<file path="src/rtl/osc_trim_defines.vh">
/*
 * Register offsets, field positions, reset values and constants of the
 * oscillator trim calibration block.
 * Assumes inclusion by bare name from the design file.
 */
`ifndef OSC_TRIM_DEFINES_VH
`define OSC_TRIM_DEFINES_VH

`define ADDR_PRECISE_CAL_COUNTER 32'hffff0448
`define ADDR_LOWPOWER_CAL_COUNTER 32'hffff044c
`define ADDR_CAL_COUNTER_CONTROL 32'hffff0440
`define ADDR_LIN_CAL_CONTROL 32'hffff0480
`define ADDR_LOWPOWER_USER_TRIM 32'hffff0484
`define ADDR_PRECISE_USER_TRIM 32'hffff0488
`define ADDR_BAUD_UPPER_LIMIT 32'hffff048c
`define ADDR_BAUD_LOWER_LIMIT 32'hffff0490
`define ADDR_LIN_CAL_STATUS 32'hffff0494
`define ADDR_LOWPOWER_LIVE_TRIM 32'hffff0498
`define ADDR_PRECISE_LIVE_TRIM 32'hffff049c
`define ADDR_CAL_UNLOCK_KEY 32'hffff04a0

`define UNLOCK_KEY_VALUE 16'h1324
`define CONTROL_RESET 8'h00
`define STATUS_RESET 8'h01
`define LIMIT_RESET 20'h00000
`define CTRL_ENABLE_BIT 0
`define CTRL_STEP_LSB 1
`define CTRL_STEP_MSB 2
`define CTRL_SELECT_BIT 3
`define STA_SELECT_BIT 0
`define STA_PRECISE_MOD_BIT 1
`define STA_LOWPOWER_MOD_BIT 2
`define CNT_CTRL_RUN_BIT 0
`define CNT_CTRL_CLEAR_BIT 1
`define PRECISE_CNT_STOP 9'h1ff
`define LOWPOWER_TRIM_MAX 8'hff
`define PRECISE_TRIM_MAX 10'h3ff
`define LOWPOWER_TRIM_DEFAULT 8'h80
`define PRECISE_TRIM_DEFAULT 10'h200
`define RESP_OKAY 2'b00
`define RESP_SLVERR 2'b10

`endif

</file>
<file path="src/rtl/osc_trim_calibration.v">
/*
 * Oscillator trim calibration: two calibration counters fed by
 * synchronised oscillator clocks, a LIN baud-rate calibrator stepping
 * live trims, and an AXI4-Lite register slave with key protection.
 * Assumes the LIN peripheral presents a measured baud value with a
 * one-cycle pulse on aclk when a sync field has been measured.
 */
// Chosen here: the AXI4-Lite slave port.
// Summary of operation
// Read-only 9-bit precision-clocked calibration counter
// Read-only 10-bit low-power-clocked calibration counter
// Low-power counter reads 11 bits, 10 used
// Trim derived from LIN sync field measurement
// Out-of-limits baud value adjusts selected trim
// Adjustment moves trim by configured step count
// Step field 0..3 gives step 1..4
// Trim only while enable bit set
// Calibrator writes live trims, never user trims
// Software copies live trim before disabling
// Status flags calibrator trim change
// Bit0 low-power select; flags clear on read
// Write-only key 0x1324 unlocks protected writes
// Protected registers accept only unlocked writes
// Upper baud limit read/write, resets zero
// Lower baud limit read/write, resets zero
// Read-only low-power live trim register
// Read-only precision live trim register
// User trims initialised by firmware, key protected
// System supplies enough LIN frames
// Control resets zero, status resets 0x01
// Counters stop when precision counter hits 0x1FF
// Fast raises trim, slow lowers, saturating
// Unlock covers only the next protected write
`timescale 1ns/1ps
`include "osc_trim_defines.vh"

module osc_trim_calibration (
	// Clock and reset
	input wire aclk,
	input wire aresetn,
	// AXI4-Lite write address
	input wire [31:0] s_axi_awaddr,
	input wire s_axi_awvalid,
	output wire s_axi_awready,
	// AXI4-Lite write data
	input wire [31:0] s_axi_wdata,
	input wire [3:0] s_axi_wstrb,
	input wire s_axi_wvalid,
	output wire s_axi_wready,
	// AXI4-Lite write response
	output reg [1:0] s_axi_bresp,
	output reg s_axi_bvalid,
	input wire s_axi_bready,
	// AXI4-Lite read address
	input wire [31:0] s_axi_araddr,
	input wire s_axi_arvalid,
	output wire s_axi_arready,
	// AXI4-Lite read data
	output reg [31:0] s_axi_rdata,
	output reg [1:0] s_axi_rresp,
	output reg s_axi_rvalid,
	input wire s_axi_rready,
	// Oscillator clocks, sampled as plain inputs
	input wire precise_osc_clk,
	input wire lowpower_osc_clk,
	// LIN baud measurement
	input wire [19:0] measured_baud_value,
	input wire baud_measured,
	// Trims applied to the oscillators
	output reg [7:0] lowpower_trim_out,
	output reg [9:0] precise_trim_out
);

	localparam ST_IDLE = 2'b01;
	localparam ST_RESP = 2'b10;

	reg [1:0] wr_state;
	reg [31:0] aw_addr;
	reg aw_held;
	reg [31:0] w_data;
	reg w_held;
	reg unlocked;
	reg [7:0] lin_cal_control;
	reg [7:0] lowpower_user_trim;
	reg [9:0] precise_user_trim;
	reg [19:0] baud_upper_limit;
	reg [19:0] baud_lower_limit;
	reg sta_lowpower_mod;
	reg sta_precise_mod;
	reg [7:0] lowpower_live_trim;
	reg [10:0] precise_live_trim;
	reg [1:0] cnt_control;
	reg [8:0] precise_cal_counter;
	reg [9:0] lowpower_cal_counter;
	reg [2:0] precise_sync;
	reg [2:0] lowpower_sync;
	reg user_trim_loaded;
	reg [3:0] w_strb;
	wire [7:0] lin_cal_status;
	wire wr_go;
	wire rd_go;
	wire is_protected;
	wire select_lowpower;
	wire [3:0] step;
	wire too_fast;
	wire too_slow;
	wire cal_event;
	wire cnt_running;
	wire precise_edge;
	wire lowpower_edge;
	wire [10:0] lowpower_stepped;
	wire [10:0] precise_stepped;
	reg [31:0] next_rdata;
	reg next_rresp;

	// Decoding used by the write channel only
	function protected_addr;
		input [31:0] a;
		begin
			protected_addr = (a == `ADDR_LIN_CAL_CONTROL) || (a == `ADDR_LOWPOWER_USER_TRIM) ||
				(a == `ADDR_PRECISE_USER_TRIM);
		end
	endfunction

	// Write channel: address and data are latched in either order
	assign s_axi_awready = (wr_state == ST_IDLE) && !aw_held;
	assign s_axi_wready = (wr_state == ST_IDLE) && !w_held;
	assign wr_go = (wr_state == ST_IDLE) && aw_held && w_held;
	assign is_protected = protected_addr(aw_addr);

	// The response comes two edges after both halves are taken: one to
	// hold them, one to act, which keeps the decode off the ready path
	always @(posedge aclk) begin
		if (!aresetn) begin
			wr_state <= ST_IDLE;
			aw_held <= 1'b0;
			w_held <= 1'b0;
			aw_addr <= 32'h00000000;
			w_data <= 32'h00000000;
			w_strb <= 4'h0;
			s_axi_bvalid <= 1'b0;
			s_axi_bresp <= `RESP_OKAY;
		end else begin
			case (wr_state)
			ST_IDLE: begin
				if (s_axi_awvalid && s_axi_awready) begin
					aw_held <= 1'b1;
					aw_addr <= {s_axi_awaddr[31:2], 2'b00};
				end
				if (s_axi_wvalid && s_axi_wready) begin
					w_held <= 1'b1;
					w_data <= s_axi_wdata;
					w_strb <= s_axi_wstrb;
				end
				if (wr_go) begin
					aw_held <= 1'b0;
					w_held <= 1'b0;
					s_axi_bvalid <= 1'b1;
					s_axi_bresp <= (is_protected || aw_addr == `ADDR_BAUD_UPPER_LIMIT ||
						aw_addr == `ADDR_BAUD_LOWER_LIMIT || aw_addr == `ADDR_CAL_UNLOCK_KEY ||
						aw_addr == `ADDR_CAL_COUNTER_CONTROL ||
						aw_addr == `ADDR_PRECISE_CAL_COUNTER || aw_addr == `ADDR_LOWPOWER_CAL_COUNTER ||
						aw_addr == `ADDR_LIN_CAL_STATUS || aw_addr == `ADDR_LOWPOWER_LIVE_TRIM ||
						aw_addr == `ADDR_PRECISE_LIVE_TRIM) ? `RESP_OKAY : `RESP_SLVERR;
					wr_state <= ST_RESP;
				end
			end
			ST_RESP: begin
				if (s_axi_bready) begin
					s_axi_bvalid <= 1'b0;
					wr_state <= ST_IDLE;
				end
			end
			default: wr_state <= ST_IDLE;
			endcase
		end
	end

	// Key register, the protected control register, baud limits and counter control
	always @(posedge aclk) begin
		if (!aresetn) begin
			unlocked <= 1'b0;
			lin_cal_control <= `CONTROL_RESET;
			baud_upper_limit <= `LIMIT_RESET;
			baud_lower_limit <= `LIMIT_RESET;
			cnt_control <= 2'b00;
		end else if (wr_go) begin
			if (aw_addr == `ADDR_CAL_UNLOCK_KEY) begin
				// Any other value, or a key written in part, disarms the lock
				unlocked <= s_axi_wstrb_full(w_strb) && (w_data[15:0] == `UNLOCK_KEY_VALUE);
			end else if (is_protected) begin
				unlocked <= 1'b0;
				if (unlocked && aw_addr == `ADDR_LIN_CAL_CONTROL) begin
					lin_cal_control <= {4'h0, w_data[3:0]};
				end
			end
			if (aw_addr == `ADDR_BAUD_UPPER_LIMIT) begin
				baud_upper_limit <= w_data[19:0];
			end
			if (aw_addr == `ADDR_BAUD_LOWER_LIMIT) begin
				baud_lower_limit <= w_data[19:0];
			end
			if (aw_addr == `ADDR_CAL_COUNTER_CONTROL) begin
				cnt_control <= w_data[1:0];
			end
		end
	end

	// The key occupies the two low byte lanes; both must be written
	function s_axi_wstrb_full;
		input [3:0] strb;
		begin
			s_axi_wstrb_full = strb[0] && strb[1];
		end
	endfunction

	// User trims reset to their defaults and hold them until firmware writes them
	always @(posedge aclk) begin
		if (!aresetn) begin
			user_trim_loaded <= 1'b0;
			lowpower_user_trim <= `LOWPOWER_TRIM_DEFAULT;
			precise_user_trim <= `PRECISE_TRIM_DEFAULT;
		end else if (wr_go && unlocked) begin
			// Sees the lock as it stood before this write drops it
			if (aw_addr == `ADDR_LOWPOWER_USER_TRIM) begin
				lowpower_user_trim <= w_data[7:0];
				user_trim_loaded <= 1'b1;
			end
			if (aw_addr == `ADDR_PRECISE_USER_TRIM) begin
				precise_user_trim <= w_data[9:0];
				user_trim_loaded <= 1'b1;
			end
		end
	end

	// LIN calibrator
	// Inverted so that a cleared control register selects the low-power
	// oscillator: status then reads 0x01 out of reset with calibration off
	assign select_lowpower = !lin_cal_control[`CTRL_SELECT_BIT];
	assign step = {2'b00, lin_cal_control[`CTRL_STEP_MSB:`CTRL_STEP_LSB]} + 4'h1;
	// A reading exactly on a limit counts as in range
	assign too_fast = measured_baud_value > baud_upper_limit;
	assign too_slow = measured_baud_value < baud_lower_limit;
	assign cal_event = lin_cal_control[`CTRL_ENABLE_BIT] && baud_measured && (too_fast || too_slow);

	function [10:0] step_trim;
		input [10:0] cur;
		input [10:0] lim;
		input up;
		input [3:0] s;
		begin
			if (up) begin
				step_trim = (lim - cur < {7'h00, s}) ? lim : cur + {7'h00, s};
			end else begin
				step_trim = (cur < {7'h00, s}) ? 11'h000 : cur - {7'h00, s};
			end
		end
	endfunction

	// Both candidates are formed every cycle; the select picks one
	assign lowpower_stepped = step_trim({3'h0, lowpower_live_trim}, {3'h0, `LOWPOWER_TRIM_MAX}, too_fast, step);
	assign precise_stepped = step_trim({1'b0, precise_live_trim[9:0]}, {1'b0, `PRECISE_TRIM_MAX}, too_fast, step);

	always @(posedge aclk) begin
		if (!aresetn) begin
			lowpower_live_trim <= `LOWPOWER_TRIM_DEFAULT;
			precise_live_trim <= {1'b0, `PRECISE_TRIM_DEFAULT};
			sta_lowpower_mod <= 1'b0;
			sta_precise_mod <= 1'b0;
		end else begin
			// Status clears on read, but a same-cycle calibration event wins
			if (rd_go && s_axi_araddr[31:2] == `ADDR_LIN_CAL_STATUS >> 2) begin
				sta_lowpower_mod <= 1'b0;
				sta_precise_mod <= 1'b0;
			end
			if (cal_event) begin
				if (select_lowpower) begin
					lowpower_live_trim <= lowpower_stepped[7:0];
					sta_lowpower_mod <= 1'b1;
				end else begin
					precise_live_trim <= {1'b0, precise_stepped[9:0]};
					sta_precise_mod <= 1'b1;
				end
			end else if (!lin_cal_control[`CTRL_ENABLE_BIT] && user_trim_loaded) begin
				// Outside calibration, once a user trim has been written, the oscillators follow the user trims
				lowpower_live_trim <= lowpower_user_trim;
				precise_live_trim <= {1'b0, precise_user_trim};
			end
		end
	end

	// Applied trims lag the live registers by one edge so that the
	// oscillators only ever see registered values
	always @(posedge aclk) begin
		if (!aresetn) begin
			lowpower_trim_out <= `LOWPOWER_TRIM_DEFAULT;
			precise_trim_out <= `PRECISE_TRIM_DEFAULT;
		end else begin
			lowpower_trim_out <= lowpower_live_trim;
			precise_trim_out <= precise_live_trim[9:0];
		end
	end

	assign lin_cal_status = {5'h00, sta_lowpower_mod, sta_precise_mod, select_lowpower};

	// Calibration counters: oscillator clocks pass two flip-flops first
	always @(posedge aclk) begin
		if (!aresetn) begin
			precise_sync <= 3'b000;
			lowpower_sync <= 3'b000;
		end else begin
			precise_sync <= {precise_sync[1:0], precise_osc_clk};
			lowpower_sync <= {lowpower_sync[1:0], lowpower_osc_clk};
		end
	end

	assign precise_edge = precise_sync[1] && !precise_sync[2];
	assign lowpower_edge = lowpower_sync[1] && !lowpower_sync[2];
	assign cnt_running = cnt_control[`CNT_CTRL_RUN_BIT] && (precise_cal_counter != `PRECISE_CNT_STOP);

	always @(posedge aclk) begin
		// A clear held high keeps both counters at zero and overrides run
		if (!aresetn || cnt_control[`CNT_CTRL_CLEAR_BIT]) begin
			precise_cal_counter <= 9'h000;
			lowpower_cal_counter <= 10'h000;
		end else if (cnt_running) begin
			if (precise_edge) begin
				precise_cal_counter <= precise_cal_counter + 9'h001;
			end
			if (lowpower_edge) begin
				lowpower_cal_counter <= lowpower_cal_counter + 10'h001;
			end
		end
	end

	// Read channel: one cycle from address to data
	assign s_axi_arready = !s_axi_rvalid;
	assign rd_go = s_axi_arvalid && s_axi_arready;

	always @* begin
		next_rresp = 1'b0;
		case ({s_axi_araddr[31:2], 2'b00})
		`ADDR_PRECISE_CAL_COUNTER: next_rdata = {23'h000000, precise_cal_counter};
		`ADDR_LOWPOWER_CAL_COUNTER: next_rdata = {21'h000000, 1'b0, lowpower_cal_counter};
		`ADDR_CAL_COUNTER_CONTROL: next_rdata = {30'h00000000, cnt_control};
		`ADDR_LIN_CAL_CONTROL: next_rdata = {24'h000000, lin_cal_control};
		`ADDR_LOWPOWER_USER_TRIM: next_rdata = {24'h000000, lowpower_user_trim};
		`ADDR_PRECISE_USER_TRIM: next_rdata = {22'h000000, precise_user_trim};
		`ADDR_BAUD_UPPER_LIMIT: next_rdata = {12'h000, baud_upper_limit};
		`ADDR_BAUD_LOWER_LIMIT: next_rdata = {12'h000, baud_lower_limit};
		`ADDR_LIN_CAL_STATUS: next_rdata = {24'h000000, lin_cal_status};
		`ADDR_LOWPOWER_LIVE_TRIM: next_rdata = {24'h000000, lowpower_live_trim};
		`ADDR_PRECISE_LIVE_TRIM: next_rdata = {21'h000000, precise_live_trim};
		`ADDR_CAL_UNLOCK_KEY: next_rdata = 32'h00000000;
		default: begin
			next_rdata = 32'h00000000;
			next_rresp = 1'b1;
		end
		endcase
	end

	always @(posedge aclk) begin
		if (!aresetn) begin
			s_axi_rvalid <= 1'b0;
			s_axi_rdata <= 32'h00000000;
			s_axi_rresp <= `RESP_OKAY;
		end else if (rd_go) begin
			s_axi_rvalid <= 1'b1;
			s_axi_rdata <= next_rdata;
			s_axi_rresp <= next_rresp ? `RESP_SLVERR : `RESP_OKAY;
		end else if (s_axi_rready) begin
			s_axi_rvalid <= 1'b0;
		end
	end

endmodule // osc_trim_calibration

</file>
<file path="config.mk">
export PLATFORM = sky130hd
export DESIGN_NAME = osc_trim_calibration
export DESIGN_NICKNAME = d
export VERILOG_FILES = /design/src/rtl/osc_trim_calibration.v
export VERILOG_INCLUDE_DIRS = /design/src /design/src/rtl
export SDC_FILE = /design/constraint.sdc
export NUM_CORES = 1
export LEC_CHECK = 0
export BUFFER_PORTS_ARGS = -buffer_cell sky130_fd_sc_hd__buf_2
export CAP_MARGIN = 5
export CORE_ASPECT_RATIO = 0.7
export CORE_MARGIN = 8
export CORE_UTILIZATION = 57
export DETAILED_ROUTE_END_ITERATION = 6
export PLACE_DENSITY = 0.9
export SLEW_MARGIN = 20
export SYNTH_ARGS = -nofsm -noshare
export SYNTH_HDL_FRONTEND = slang
export SYNTH_SLANG_ARGS = --single-unit
</file>
<file path="constraint.sdc">
create_clock -name aclk -period 4.3 [get_ports aclk]
set_clock_uncertainty 0.15 [all_clocks]
set_input_delay 1.29 -clock aclk [delete_from_list [all_inputs] [get_ports aclk]]
set_output_delay 1.29 -clock aclk [all_outputs]
set_load 0.05 [all_outputs]
</file>
## After elaboration in Yosys (flattened, before gate mapping)

Index checks and enable logic that the tools add are counted.

| word-level totals | value |
|---|---|
| output and inout port bits | 59 |
| input port bits | 130 |
| word-level logic and storage cells | 180 |
| register bits after elaboration | 224 |

| cells by class | value |
|---|---|
| add/sub/neg operators | 9 |
| bitwise logic cells | 1 |
| $lt $le $gt $ge | 6 |
| equal/unequal tests | 32 |
| reductions and logical operators | 66 |
| mux-type cells | 37 |

Operator list:

| kind | number |
|---|---|
| 30-bit == test (second input constant) | 24 |
| 20-bit case mux with 11 select lines | 1 |
| 8-bit 2-to-1 mux | 6 |
| 2-bit AND reduction | 17 |
| 11-bit 2-to-1 mux | 3 |
| 10-bit 2-to-1 mux | 3 |
| 11-bit by 3-bit < comparator with 1-bit output | 2 |
| 20-bit > comparator | 1 |
| 20-bit < comparator | 1 |
| 1-bit logical AND | 18 |
| 1-bit 2-to-1 mux | 18 |
| 16-bit by 13-bit == test with 1-bit output (second input constant) | 1 |
| 2-bit nonzero test | 7 |
| 1-bit logical OR | 13 |
| 12-bit OR reduction | 1 |
| 10-bit by 10-bit subtractor with 11-bit output (first input constant) | 1 |
| 10-bit by 1-bit adder with 10-bit output (second input constant) | 1 |
| 10-bit by 3-bit adder with 10-bit output | 1 |
| 10-bit by 3-bit < comparator with 1-bit output | 1 |
| 10-bit by 3-bit subtractor with 10-bit output | 1 |
| 9-bit by 1-bit adder with 9-bit output (second input constant) | 1 |
| 9-bit inequality test (second input constant) | 1 |
| 8-bit by 8-bit subtractor with 9-bit output (first input constant) | 1 |
| 8-bit by 3-bit adder with 8-bit output | 1 |
| other kinds (13) | 26 |

## Logic depth before layout (Yosys ltp)

| logic depth | value |
|---|---|
| depth in word-level cells | 13 |
| mapped depth | 11 |
| mapped depth without buffers | 10 |

## Worst setup path before layout

Ideal clock, no wire load.

| timing path | value |
|---|---|
| kind | input port to flip-flop |
| start point | input port measured_baud_value[19] |
| end point | register precise_live_trim[2] |
| slack | 618 ps |
| data required time | 4023 ps |
| stages on the path | 8 |
| library setup time | 127 ps |
| arrival | 3405 ps |
| path buffers | 1 |
| cells stage by stage | ha_1 > nand4_2 > or4_1 > buf_6 > o2111a_1 > or4_1 > a31oi_1 > o2bb2ai_1 |

| on the way | value |
|---|---|
| cells in the longest elaborated chain, start to end | 5 |
| elaborated cells on any way between the ends | 10 |
| those cells by class | 2 x order compare; 1 x eq/ne; 3 x mux; 4 x reduce/logical |

RTL lines:

| item | line | source |
|---|---|---|
| from (decl) | osc_trim_calibration.v:67 | `input wire [19:0] measured_baud_value,` |
| 20-bit > comparator / 20-bit < comparator (equally long branches) | osc_trim_calibration.v:242, osc_trim_calibration.v:243 |  |
| 1-bit logical OR | osc_trim_calibration.v:244 | `` assign cal_event = lin_cal_control[`CTRL_ENABLE_BIT] && baud_measured && (too_fast \|\| too_slow); `` |
| 1-bit logical AND | osc_trim_calibration.v:244 |  |
| 2-bit inequality test (no line) / 2-bit nonzero test (equally long branches) | n/a |  |
| 2-bit AND reduction (no line) | n/a |  |
| to (signal assigned) | osc_trim_calibration.v:267 | `` precise_live_trim <= {1'b0, `PRECISE_TRIM_DEFAULT}; `` |
| to (signal assigned) | osc_trim_calibration.v:281 | `precise_live_trim <= {1'b0, precise_stepped[9:0]};` |
| to (signal assigned) | osc_trim_calibration.v:287 | `precise_live_trim <= {1'b0, precise_user_trim};` |
| to (decl) | osc_trim_calibration.v:91 | `reg [10:0] precise_live_trim;` |

Parallel ways exist; a longest one is shown, timed or not. The select of a mux whose other input is x is not followed.
A chain may end at the register's enable or synchronous reset.

## Final worst setup path

| timing path | value |
|---|---|
| start point | input port measured_baud_value[11] |
| end point | register precise_live_trim[9] |

The elaborated chain is that of the path after synthesis.

==> results.tsv <==
stage	metric	value	unit
outcome	outcome	completed	
floorplan	Die Y	133	um
worst_setup_path	CP endpoint kind	flip-flop	
worst_setup_path	Worst Setup Path Type	in -> reg	
placement	port buffer count	156	
worst_setup_path	Worst setup startpoint	measured_baud_value[11]	
synth	area leader, netlist	dfxtp_1	
routing	Routed Antenna Nets	0	
worst_setup_path	crit path launch type	input port	
flow_run	Max Cap Viol	0	
worst_setup_path	R2R Setup Slk	0.80	ns
synth	Synth warnings	0	
final_layout	Filler cells	1609	
worst_hold_path	hold path depth	1	
cts	TritonCTS clock tree	built	
cts	htree depth	1	
sta	actual slew at the worst max-slew pin	0.996	ns
synth	sequential fraction of the synthesis area	37.4	%
synth	count of state elements after synthesis	209	
final_layout	Layout area overhead	15.4	%
final_layout	fraction of layout cells with a size suffix above 1	16.8	%
sta	endpoints failing setup	0	
worst_setup_path	Data required, critical path	4.55	ns
synth	number of distinct library cells after synthesis	91	
grt	gr usage total	27.7	%
final_layout	final core utilization	66.2	%
sta	Hold Vio Cnt, Final	0	
sta	fin crit share	86.6	%
worst_setup_path	Worst Path Max Fanout	9	
floorplan	Chip Width	183	um
floorplan	FP Rows	43	
synth	Synth top area share	37.4	%
routing	# DRC	0	
grt	first-pass GRT wire length	55500	um
worst_hold_path	Hold Crit Class	reg -> reg	
cts	CTS root buf	clkbuf_16	
grt	Remaining Overflow, GRT	0	
placement	Placement Setup Slack	0.120	ns
synth	mapped cell area	11200	um^2
sta	setup repair after global routing missed its margin	false	
worst_setup_path	reg2reg path depth	10	
final_layout	final cell count without fillers	1816	
synth	main area contributors after synthesis	dfxtp_1 37%, nand2_1 9.1%, a21oi_1 6.6%	
placement	post-detail-place hpwl	26200	um
final_layout	post-route cell area	12900	um^2
cts	Post-CTS Setup Inserts	0	
cts	Hold Buf Count CTS	0	
cts	Resized Gates After CTS	0	
final_layout	most frequent cells in the layout	270 x nand2_1, 209 x dfxtp_1, 156 x buf_2	
sta	Slew Viols, Final	0	
sta	Sum Neg Setup Slack	0	ns
floorplan	Core Area	19500	um^2
routing	Routed wire per std cell	19.5	um
sta	FMAX	269	MHz
floorplan	Initial Util	57.3	%
sta	headroom to the max-slew limit	33.4	%
routing	Pre-antenna DRT Iters	6	
grt	vias in the first global route	10650	
power	Max VDD drop	0.268	mV
placement	placed insts	1776	
placement	Post-Place Cell Area	12200	um^2
worst_setup_path	Reg-to-Reg End	lowpower_live_trim[5]	
routing	final wirelength	35400	um
synth	Avg Cell Area, Syn	7.95	um^2
synth	Most used DFF post-synth	dfxtp_1	
placement	Placer Congestion	1.05	
cts	CTS Buf Count	22	
grt	largest net degree at the start of global routing	61	
worst_setup_path	crit path to	precise_live_trim[9]	
cts	clk sinks	209	
routing	vias after detailed routing	11186	
final_layout	most common cell after layout, fill and taps aside	nand2_1	
cts	Worst-path clk slew	0.06	ns
sta	final worst setup slack	0.577	ns
synth	fraction of registers with async set/reset	0	%
routing	DRT iter0 DRCs	1538	
floorplan	io pins	189	
floorplan	die area	24400	um^2
routing	vias per std cell	6.16	
power	Lkg Pwr	0.00506	uW
synth	Post-synth EDFFs	0	
synth	Cells after Synth	1408	
cts	clock buffer depth	3	
sta	Tmin final	3.72	ns
power	Pwr Density	341	nW/um^2
worst_setup_path	R2R Path Start	lin_cal_control[1]	
cts	worst skew pair latency	0.52	ns
final_layout	Total Nets Final	1723	
grt	number of antenna violations at the first check in global routing	0	
worst_setup_path	WP data arrival	3.97	ns
[metrics by stage]
stage	power, uW	hold slack, ns
final	4400	0.285
after global routing	4540	0.314
after CTS	4400	0.286
after detailed placement	2510	0.272
after global placement	2500	0.270
after floorplan	2370	0.262
[kinds of logic after synthesis]
group / after synthesis / share of synthesized area, %
AO/OA/AOI/OAI: 344 / 20.4
XOR/XNOR: 25 / 1.96
adder cells (fa/ha/maj): 63 / 7.31
buffers and inverters: 174 / 6.62
flip-flops: 209 / 37.4
multiplexers: 23 / 2.20
other: 1 / 0.0335
AND/OR/NAND/NOR: 569 / 24.1
[metal layers]
layer | part of all wire, % | wire length, um | global-route usage (%)
met2 | 42 | 14700 | 41.1
met4 | 3.0 | 1050 | 8.24
met3 | 13 | 4570 | 8.43
met5 | 0 | 0 | 0
met1 | 43 | 15000 | 38.1
[worst min path at each step]
stage                                 from                to  slack (ns)
after floorplan           lowpower_sync[0]  lowpower_sync[1]        0.26
after global placement    lowpower_sync[0]  lowpower_sync[1]        0.27
after detailed placement   precise_sync[0]   precise_sync[1]        0.27
after CTS                  precise_sync[0]   precise_sync[1]        0.29
after global routing      lowpower_sync[0]  lowpower_sync[1]        0.31
final                      precise_sync[0]   precise_sync[1]        0.29
[sequential cells by signal, summed over array words and instances (netlist names), 20 cells and up]
signal,cells
aw_addr,30
baud_lower_limit,20
baud_upper_limit,20
s_axi_rdata,20
w_data,20
[Yosys cell counts (all sizes together), types with 5 or more instances]
cell type,count
clkbuf,74
xor2,16
a211oi,10
nand2,271
nand2b,11
or4,11
o21a,5
nor2,98
nor4,12
xnor2,9
nand3,32
nand4,22
a22o,5
a21oi,148
a2111oi,8
a221oi,28
a21o,7
o21ai,44
and3,11
or3,7
o22ai,5
a32o,5
a32oi,5
dfxtp,209
buf,31
mux2i,19
nor2b,9
a22oi,11
a31oi,14
inv,69
ha,59
o2bb2ai,5
nor3,35
o211ai,8
and2,18
[power breakdown]
group	internal, uW	total, uW	switching [uW]
registers	1990	2040	50.5
clock network	1130	1920	793
logic	143	436	293
[worst max-delay path: stages]
cell      delay (ns)
buf_2           0.11
ha_1            0.32
nand4_1         0.16
or4_1           0.71
o2111a_1        0.44
buf_4           0.21
nor2_2          0.28
a211oi_1        0.12
o311ai_1        0.33
[area by class of cell]
type / instances / area [um^2] / share of cell area, %
diodes: 1 / 2.50 / 0.0194
clock buffers: 33 / 663 / 5.13
clock inverters: 6 / 72.6 / 0.562
inverters: 69 / 262 / 2.02
multi-input cells: 1038 / 6330 / 49.0
flip-flops and latches: 209 / 4180 / 32.4
well taps: 270 / 338 / 2.61
repair buffers: 190 / 1070 / 8.31
Power figures use the tool's default switching activity.
